[config.mk]
export PLATFORM = sky130hd
export DESIGN_NAME = brot_datapath
export DESIGN_NICKNAME = d
export VERILOG_FILES = /design/src/brot_pkg.sv /design/src/brot_datapath.sv /design/src/brot_rotator.sv
export VERILOG_INCLUDE_DIRS = /design/src
export SDC_FILE = /design/constraint.sdc
export NUM_CORES = 1
export LEC_CHECK = 0
export ABC_AREA = 1
export BUFFER_PORTS_ARGS = -buffer_cell sky130_fd_sc_hd__buf_2
export CORE_MARGIN = 4
export CORE_UTILIZATION = 54
export CTS_BUF_LIST = sky130_fd_sc_hd__clkbuf_2 sky130_fd_sc_hd__clkbuf_4 sky130_fd_sc_hd__clkbuf_8
export CTS_CLUSTER_DIAMETER = 150
export DETAILED_ROUTE_END_ITERATION = 7
export PLACE_DENSITY = 0.95
export SYNTH_ARGS = -nofsm -noshare
export SYNTH_HDL_FRONTEND = slang
export SYNTH_HIERARCHICAL = 1
export SYNTH_SLANG_ARGS = --single-unit
[constraint.sdc]
create_clock -name sys_clk_in -period 2.25 [get_ports sys_clk_in]
set_input_delay 0.1125 -clock sys_clk_in [delete_from_list [all_inputs] [get_ports sys_clk_in]]
set_output_delay 0.1125 -clock sys_clk_in [all_outputs]
set_load 0.02 [all_outputs]
[src/brot_consts.svh]
// constants and overview for the byte rotate datapath
// Overview of operation
// RULE1: rotate_left_mem shifts the addressed byte left one place, old bit 7 into bit 0, writes it back, flags untouched.
// RULE2: rotate_left_to_acc puts the same left rotation into the accumulator, memory byte unchanged, no flags.
// RULE3: rotate_left_carry_mem rotates byte and carry as a 9-bit ring, old bit 7 into carry, result written back.
// RULE4: both through-carry left rotates put the old carry into bit 0 and change only the carry flag.
// RULE5: rotate_left_carry_to_acc puts the 9-bit left rotation into the accumulator, sets carry from old bit 7, memory unchanged.
// RULE6: rotate_right_mem shifts the byte right one place, old bit 0 into bit 7, writes it back, no flags.
// RULE7: in-place rotates do read, compute and write back as one read-modify-write in one instruction.
`ifndef BROT_CONSTS_SVH
`define BROT_CONSTS_SVH
`define BROT_DATA_W 8
`define BROT_MSB 7
`define BROT_LSB 0
`define BROT_ACC_RESET 8'h00
`define BROT_CARRY_RESET 1'b0
`define BROT_ADDR_W 8
`endif

[src/brot_pkg.sv]
// types for the byte rotate datapath
package brot_pkg;
    typedef enum logic [2:0] {
        BROT_OP_NONE,
        BROT_OP_RL_MEM,
        BROT_OP_RL_ACC,
        BROT_OP_RLC_MEM,
        BROT_OP_RLC_ACC,
        BROT_OP_RR_MEM
    } brot_op_t;

    typedef struct packed {
        brot_op_t op;
        logic [7:0] addr;
    } brot_req_t;

    typedef struct packed {
        logic we;
        logic [7:0] addr;
        logic [7:0] data;
    } brot_wr_t;
endpackage

[src/brot_datapath.sv]
// byte rotate datapath: sequences read, rotate and, for in-place ops, write back per instruction
`timescale 1ns/1ps
`include "brot_consts.svh"
module brot_datapath #(
    parameter int W = `BROT_DATA_W,
    parameter int AW = `BROT_ADDR_W
) (
    input wire logic sys_clk_in,
    input wire logic rst_n_in,
    input wire brot_pkg::brot_req_t req_in,
    input wire logic req_valid_in,
    input wire logic [W-1:0] mem_rdata_in,
    input wire logic carry_in,
    input wire logic carry_load_in,
    output logic busy_out,
    output logic [AW-1:0] mem_raddr_out,
    output logic mem_re_out,
    output brot_pkg::brot_wr_t mem_wr_out,
    output logic [W-1:0] acc_out,
    output logic carry_out,
    output logic done_out
);
    import brot_pkg::*;

    typedef enum logic [1:0] {ST_IDLE, ST_READ, ST_EXEC} brot_state_t;

    brot_state_t state_q;
    brot_op_t op_q;
    logic [AW-1:0] addr_q;
    logic [W-1:0] acc_q;
    logic carry_q;
    brot_wr_t wr_q;
    logic re_q;
    logic done_q;
    // busy gets its own flop so the core never sees a decode glitch
    logic busy_q;

    wire logic is_left;
    wire logic is_thru;
    wire logic to_mem;
    wire logic to_acc;
    wire logic [W-1:0] rot_data;
    wire logic rot_carry;
    wire logic start;
    wire logic exec;

    assign start = (state_q == ST_IDLE) && req_valid_in && (req_in.op != BROT_OP_NONE);
    assign exec = (state_q == ST_EXEC);
    assign is_left = (op_q != BROT_OP_RR_MEM);
    // RULE4 carry feeds bit 0 only on carry ops
    assign is_thru = (op_q == BROT_OP_RLC_MEM) || (op_q == BROT_OP_RLC_ACC);
    assign to_mem = (op_q == BROT_OP_RL_MEM) || (op_q == BROT_OP_RLC_MEM)
        || (op_q == BROT_OP_RR_MEM);
    assign to_acc = (op_q == BROT_OP_RL_ACC) || (op_q == BROT_OP_RLC_ACC);

    brot_rotator #(.W(W)) brot_rotator_inst (
        .data_in(mem_rdata_in),
        .carry_in(carry_q),
        .left_in(is_left),
        .thru_carry_in(is_thru),
        .data_out(rot_data),
        .carry_out(rot_carry)
    );

    // RULE7 one read per instruction, then one write for in-place ops
    // no queue: a request that arrives while busy is simply dropped
    always_ff @(posedge sys_clk_in or negedge rst_n_in) begin
        if (!rst_n_in) begin
            state_q <= ST_IDLE;
            op_q <= BROT_OP_NONE;
            addr_q <= '0;
            re_q <= 1'b0;
            busy_q <= 1'b0;
        end else begin
            unique case (state_q)
                ST_IDLE: begin
                    if (start) begin
                        op_q <= req_in.op;
                        addr_q <= req_in.addr;
                        re_q <= 1'b1;
                        busy_q <= 1'b1;
                        state_q <= ST_READ;
                    end
                end
                ST_READ: begin
                    re_q <= 1'b0;
                    state_q <= ST_EXEC;
                end
                ST_EXEC: begin
                    busy_q <= 1'b0;
                    state_q <= ST_IDLE;
                end
                default: state_q <= ST_IDLE;
            endcase
        end
    end

    // RULE1 in-place results go back to memory
    always_ff @(posedge sys_clk_in or negedge rst_n_in) begin
        if (!rst_n_in) begin
            wr_q <= '0;
            done_q <= 1'b0;
        end else begin
            wr_q.we <= exec && to_mem;
            wr_q.addr <= addr_q;
            wr_q.data <= rot_data;
            done_q <= exec;
        end
    end

    // RULE2 accumulator loads only on to-acc ops
    always_ff @(posedge sys_clk_in or negedge rst_n_in) begin
        if (!rst_n_in) begin
            acc_q <= `BROT_ACC_RESET;
        end else if (exec && to_acc) begin
            acc_q <= rot_data;
        end
    end

    // RULE5 carry from old bit 7, core load otherwise
    always_ff @(posedge sys_clk_in or negedge rst_n_in) begin
        if (!rst_n_in) begin
            carry_q <= `BROT_CARRY_RESET;
        end else if (exec && is_thru) begin
            carry_q <= rot_carry;
        end else if (carry_load_in && state_q == ST_IDLE) begin
            carry_q <= carry_in;
        end
    end

    assign busy_out = busy_q;
    assign mem_raddr_out = addr_q;
    assign mem_re_out = re_q;
    assign mem_wr_out = wr_q;
    assign acc_out = acc_q;
    assign carry_out = carry_q;
    assign done_out = done_q;
endmodule

[src/brot_rotator.sv]
// combinational one-place byte rotator
`timescale 1ns/1ps
`include "brot_consts.svh"
module brot_rotator #(
    parameter int W = `BROT_DATA_W
) (
    input wire logic [W-1:0] data_in,
    input wire logic carry_in,
    input wire logic left_in,
    input wire logic thru_carry_in,
    output logic [W-1:0] data_out,
    output logic carry_out
);
    wire logic fill_left;
    wire logic fill_right;
    // RULE1 top bit wraps round
    assign fill_left = thru_carry_in ? carry_in : data_in[W-1];
    // RULE6 bottom bit wraps round
    assign fill_right = thru_carry_in ? carry_in : data_in[0];
    assign data_out = left_in ? {data_in[W-2:0], fill_left} : {fill_right, data_in[W-1:1]};
    // RULE3 carry takes the bit shifted out
    assign carry_out = left_in ? data_in[W-1] : data_in[0];
endmodule
Word-level counts from Yosys, hierarchy flattened
Index checks and enable logic that the tools add are counted.
W data, S select, Z words.
{"block": "word_totals", "register_bits": 42, "input_bits": 24, "output_inout_bits": 37}
{"block": "classes", "n_mux": 11, "n_eq_ne": 9, "n_reduce_logical": 18}
{"operator": "$mux W8", "n": 1}
{"operator": "$eq A3 B2 Y1 const B", "n": 2}
{"operator": "$eq A3 B3 Y1 const B", "n": 2}
{"operator": "$logic_and A1 B1 Y1", "n": 6}
{"operator": "$mux W1", "n": 6}
{"operator": "$reduce_and A2 Y1", "n": 3}
{"operator": "$reduce_bool A2 Y1", "n": 3}
{"operator": "$logic_or A1 B1 Y1", "n": 4}
{"operator": "$pmux W1 S2", "n": 2}
{"operator": "$pmux W2 S2", "n": 1}
{"operator": "$eq A3 B1 Y1 const B", "n": 1}
{"operator": "$ne A3 B3 Y1 const B", "n": 1}
{"operator": "$reduce_bool A3 Y1", "n": 1}
{"operator": "$eq A2 B1 Y1 const B", "n": 1}
{"operator": "$eq A2 B2 Y1 const B", "n": 1}
{"operator": "$logic_not A2 Y1", "n": 1}
{"operator": "$mux W2", "n": 1}
{"operator": "$ne A2 B2 Y1 const B", "n": 1}

Depth between registers and ports, before layout
{"block": "depth", "depth_word": 5, "ltp_mapped": 8}

Hierarchy
Netlist, hierarchy kept.
{"mod": "brot_datapath", "cells_each": 134, "area_each_um2": 1481.4, "instances": 1}
{"mod": "brot_rotator", "cells_each": 30, "area_each_um2": 147.6, "instances": 1}

Worst setup path after synthesis
No wires, ideal clock.
{"block": "synth_path", "kind": "register to register", "start": "register op_q[0]", "end": "register acc_q[7], in the netlist acc_out[7]", "path_stages_with_launch": 8, "synth_period_minus_slack_ns": 1.346, "t_required_ns": 2.133, "path_slack_ns": 0.904, "setup_time_ns": 0.117, "path_buffers": 0, "t_arrival_ns": 1.229, "path_cell_list": "dfrtp_1 o21ai_0 and2_1 inv_1 nand3_1 nand3_1 nand3_1 nand2_1"}
{"block": "synth_via", "elab_chain_len": 4}
{"item": "start, declared", "line": "brot_datapath.sv:28", "text": "brot_op_t op_q;"}
{"item": "start signal, assigned", "line": "brot_datapath.sv:78", "text": "op_q <= req_in.op;"}
{"item": "$eq A3 B2 Y1 / $eq A3 B3 Y1 (equally long branches)", "line": "brot_datapath.sv:51", "text": "assign is_thru = (op_q == BROT_OP_RLC_MEM) || (op_q == BROT_OP_RLC_ACC);"}
{"item": "$logic_or A1 B1 Y1 *", "line": "brot_datapath.sv:51"}
{"item": "net is_thru", "line": "brot_datapath.sv:39", "text": "wire logic is_thru;"}
{"item": "$mux W1 *", "line": "brot_rotator.sv:19", "text": "assign fill_right = thru_carry_in ? carry_in : data_in[0];"}
{"item": "$mux W8 *", "line": "brot_rotator.sv:20", "text": "assign data_out = left_in ? {data_in[W-2:0], fill_left} : {fill_right, data_in[W-1:1]};"}
{"item": "net rot_data[7]", "line": "brot_datapath.sv:42", "text": "wire logic [W-1:0] rot_data;"}
{"item": "end signal, assigned", "line": "brot_datapath.sv:114", "text": "acc_q <= `BROT_ACC_RESET;"}
{"item": "end signal, assigned", "line": "brot_datapath.sv:116", "text": "acc_q <= rot_data;"}
{"item": "end, declared", "line": "brot_datapath.sv:30", "text": "logic [W-1:0] acc_q;"}
Mark *: on every way through the listed nets, which the timed path passes. The rest lies on a longest branch.
A chain may end at the register's enable or synchronous reset.

Final worst setup path
{"block": "layout_path", "start": "register op_q[0]", "end": "register acc_q[3], in the netlist acc_out[3]"}
{"item": "$ne A3 B3 Y1", "line": "brot_datapath.sv:49", "text": "assign is_left = (op_q != BROT_OP_RR_MEM);"}
{"item": "net is_left", "line": "brot_datapath.sv:38", "text": "wire logic is_left;"}
{"item": "$mux W8", "line": "brot_rotator.sv:20"}
{"item": "net rot_data[3]", "line": "brot_datapath.sv:42"}
The timed path passes the listed nets, and every way through them passes these cells.

==> results.cfg <==
[yosys]
share_of_the_yosys_chip_area_belonging_to_registers_pct = 64.52
synth_cell_type_count = 20
synth_top_cells_by_count = 66 x sky130_fd_sc_hd__nand2_1, 42 x sky130_fd_sc_hd__dfrtp_1, 15 x sky130_fd_sc_hd__nand3_1
synth.net_count = 188
synth_largest_type_area_fraction_pct = 64.52
synth.largest_area_cell = sky130_fd_sc_hd__dfrtp_1
yosysWarnings = 6
synth-edff-count = 0
synthArstFlopShare_pct = 100.0
synth_seq_cells = 42
postSynthCellCount = 164
netlist_area_um2 = 1629
synth_area_leaders = sky130_fd_sc_hd__dfrtp_1 65%, sky130_fd_sc_hd__nand2_1 15%, sky130_fd_sc_hd__nand3_1 4.6%, sky130_fd_sc_hd__nand3_2 2.5%, sky130_fd_sc_hd__inv_1 2.3%
synthMostInstantiatedCell = sky130_fd_sc_hd__nand2_1
synth_top_flop_cell = sky130_fd_sc_hd__dfrtp_1
post_synth.cell_area_avg_um2 = 9.933

[clock_network]
numCtsBuffers = 5
tritoncts = built
cts_root_buf = sky130_fd_sc_hd__clkbuf_4
cts.htree.levels = 2
clock_latency_ns = 0.33
postCtsSetupRepairBufs = 0
ctsLongestPathBuffers = 2
clock_sinks = 42
clk_pin_slew_worst_paths_ns = 0.11

[timing]
fin_crit_ns = 1.567
grt_setup_unrepaired = false
hold_viol_final = 0
timing.fmax_ghz = 0.6380
setup_viol = 0
max_slew.worst_pin.slew_ns = 0.8856
drv_slew = 0
finalSetupTns_ns = 0
fin_crit_sh_pct = 69.66
skew_ns = 0.01144
fin_ws_ns = 0.6826
slew_headroom_pct = 40.96

[detailed_routing]
wirelength_um = 3559
drt_pass1_iterations = 4
via_count = 1318
ant_nets = 0
remaining_drc_errors = 0
via_per_inst = 4.881
post_drt_wl_per_cell_um = 13.18
initialDrtViolationCount = 58

[worst_setup_path]
cp-end-kind = flop
critPathRequiredTime_ns = 2.52
crit_type = flop to flop
path_max_fanout = 11
critical_path.startpoint_type = flop
signal_arrival_time_at_the_worst_endpoint_ns = 1.84

[power]
report.power.total_mw = 2.260
share_seq_of_total_power_pct = 47.8
power_switching_share_pct = 39.90
internal-power_mw = 1.358
switching_power_mw = 0.9016
leakagePower_nw = 1.190
pwr-share-clk_pct = 16.1
power_frac_comb_pct = 36.1
pwr_density_cell_nw_per_um2 = 1076
irDropWorstVdd_mv = 0.5998

[placed_design]
dpl.hpwl_um = 2459
port_buffers = 60
postPlaceCellArea_um2 = 1952
numPlacedInstances = 253
post-place-ws_ns = 0.7390
place.gp.congestion = 0.7770

[layout]
final_layout_size_suffix_gt1_share_pct = 34.31
final_cells = 270
final_nets = 262
final_design_area_no_fill_um2 = 2101
relative_area_change_from_synthesis_to_final_layout_pct = 28.96
n_antenna_cell = 0

[floorplan]
top_level_ports = 61
core_area_um2 = 2829
fp.dieH_um = 62.93
rows = 19
fp.dieW_um = 62.93
dieArea_um2 = 3960
start_util_pct = 57.59

[global_route]
antenna_found_initial = 0
global_route.usage.total_pct = 19.74
first_global_vias = 1245
grt_first_pass_wirelength_um = 5947
grt_remaining_overflow = 0
maximum_number_of_pins_on_one_net_before_global_route_repair = 43

[flow_run]
timing.max_cap.violations = 0

[run_status]
run_status = finished clean

[hold_path]
worstHoldPathType = primary input to flop
## cells by family after synthesis
family | after synthesis | share of synthesized area, %
simple gates | 96 | 27.88
buf+inv | 16 | 4.378
compound gates | 10 | 3.226
flops | 42 | 64.52
## layout make-up
| type | count | area, um^2 |
|---|---|---|
| clock buffer | 6 | 45.04 |
| clock inverter | 2 | 13.76 |
| fill | 187 | 728.2 |
| inverter | 14 | 55.05 |
| multi-input combinational | 106 | 506.7 |
| sequential | 42 | 1051 |
| tap | 31 | 38.79 |
| timing repair buffer | 69 | 390.4 |
## critical path, stage by stage (launching register included)
cell and delay (ns):
sky130_fd_sc_hd__dfrtp_1 0.51, sky130_fd_sc_hd__inv_1 0.09, sky130_fd_sc_hd__nor2_1 0.09, sky130_fd_sc_hd__nand2_1 0.22
sky130_fd_sc_hd__inv_2 0.22, sky130_fd_sc_hd__nand2_1 0.08, sky130_fd_sc_hd__o21ai_1 0.12, sky130_fd_sc_hd__nand3_1 0.10
sky130_fd_sc_hd__nand2_1 0.07
## layer usage
metal  vias to the layer above  track usage, %  wire length [um]
li1                        660               -                 -
met1                       613           23.24              1450
met2                        40           33.47              1846
met3                         5           5.036               195
met4                         0           9.366                66
met5                         -               0                 0
## flip-flops by register name, summed over array words and instances (netlist names)
| register | flops |
|---|---|
| acc_out | 8 |
| busy_out | 1 |
| carry_out | 1 |
| done_out | 1 |
| mem_raddr_out | 8 |
| mem_re_out | 1 |
| mem_wr_out | 17 |
| op_q | 3 |
| state_q | 2 |
## per-stage QoR
step                      hold WS, ns  util, %
after floorplan               -0.1831        -
after global placement         0.2724    69.00
after detailed placement       0.2765    69.00
after CTS                     0.01648    74.26
after global routing          0.02067    74.26
final                         0.02702    74.26
## placed cells by master, fill, tap and decap left out
cell	Yosys	routed
sky130_fd_sc_hd__nand2_4	1	1
sky130_fd_sc_hd__nand4_1	1	1
sky130_fd_sc_hd__o21ai_1	4	4
sky130_fd_sc_hd__nor2_8	1	1
sky130_fd_sc_hd__buf_2	1	60
sky130_fd_sc_hd__nand2_1	66	66
sky130_fd_sc_hd__inv_1	10	10
sky130_fd_sc_hd__clkinv_2	0	1
sky130_fd_sc_hd__o21ai_0	5	5
sky130_fd_sc_hd__inv_4	1	1
sky130_fd_sc_hd__clkbuf_4	0	6
sky130_fd_sc_hd__inv_2	3	3
sky130_fd_sc_hd__nor2_4	2	2
sky130_fd_sc_hd__nor3_1	1	1
sky130_fd_sc_hd__nor2_1	2	2
sky130_fd_sc_hd__a21boi_0	1	1
sky130_fd_sc_hd__dlygate4sd3_1	0	9
sky130_fd_sc_hd__clkinv_4	0	1
sky130_fd_sc_hd__nand3_2	4	4
sky130_fd_sc_hd__and2_1	1	1
sky130_fd_sc_hd__nor2_2	2	2
sky130_fd_sc_hd__nand3_1	15	15
sky130_fd_sc_hd__dfrtp_1	42	42
## path summary, 6_finish.rpt
| kind | start | end | slack, ns | cells after the start |
|---|---|---|---|---|
| setup reg to reg | op_q[0]$_DFFE_PN0P_ | acc_out[3]$_DFFE_PN0P_ | 0.68 | 8 |
| min in group asynchronous | rst_n_in | acc_out[1]$_DFFE_PN0P_ | 0.42 | 2 |
| hold reg to reg | mem_raddr_out[7]$_DFFE_PN0P_ | mem_wr_out[15]$_DFF_PN0_ | 0.42 | 0 |
| setup / recovery | op_q[0]$_DFFE_PN0P_ | acc_out[3]$_DFFE_PN0P_ | 0.68 | 8 |
| hold / removal | carry_in | carry_out$_DFFE_PN0P_ | 0.03 | 3 |
| max in group asynchronous | rst_n_in | mem_wr_out[2]$_DFF_PN0_ | 1.27 | 2 |
## timing repair
| action | 4_1_cts | 5_1_grt |
|---|---|---|
| endpoints found under the hold margin | 50 | 0 |
| hold buffers | 9 | 0 |
| gates resized for setup | 0 | 0 |
## power groups by stage
stage / sequential [mW] / combinational, mW / clock [mW]
2_1_floorplan: 1.33 / 0.273 / 0
3_3_place_gp: 1.08 / 0.791 / 0
3_5_place_dp: 1.10 / 0.804 / 0
4_1_cts: 1.08 / 0.818 / 0.372
5_1_grt: 1.11 / 0.888 / 0.404
6_report: 1.08 / 0.816 / 0.363
Power figures use the tool's default switching activity.
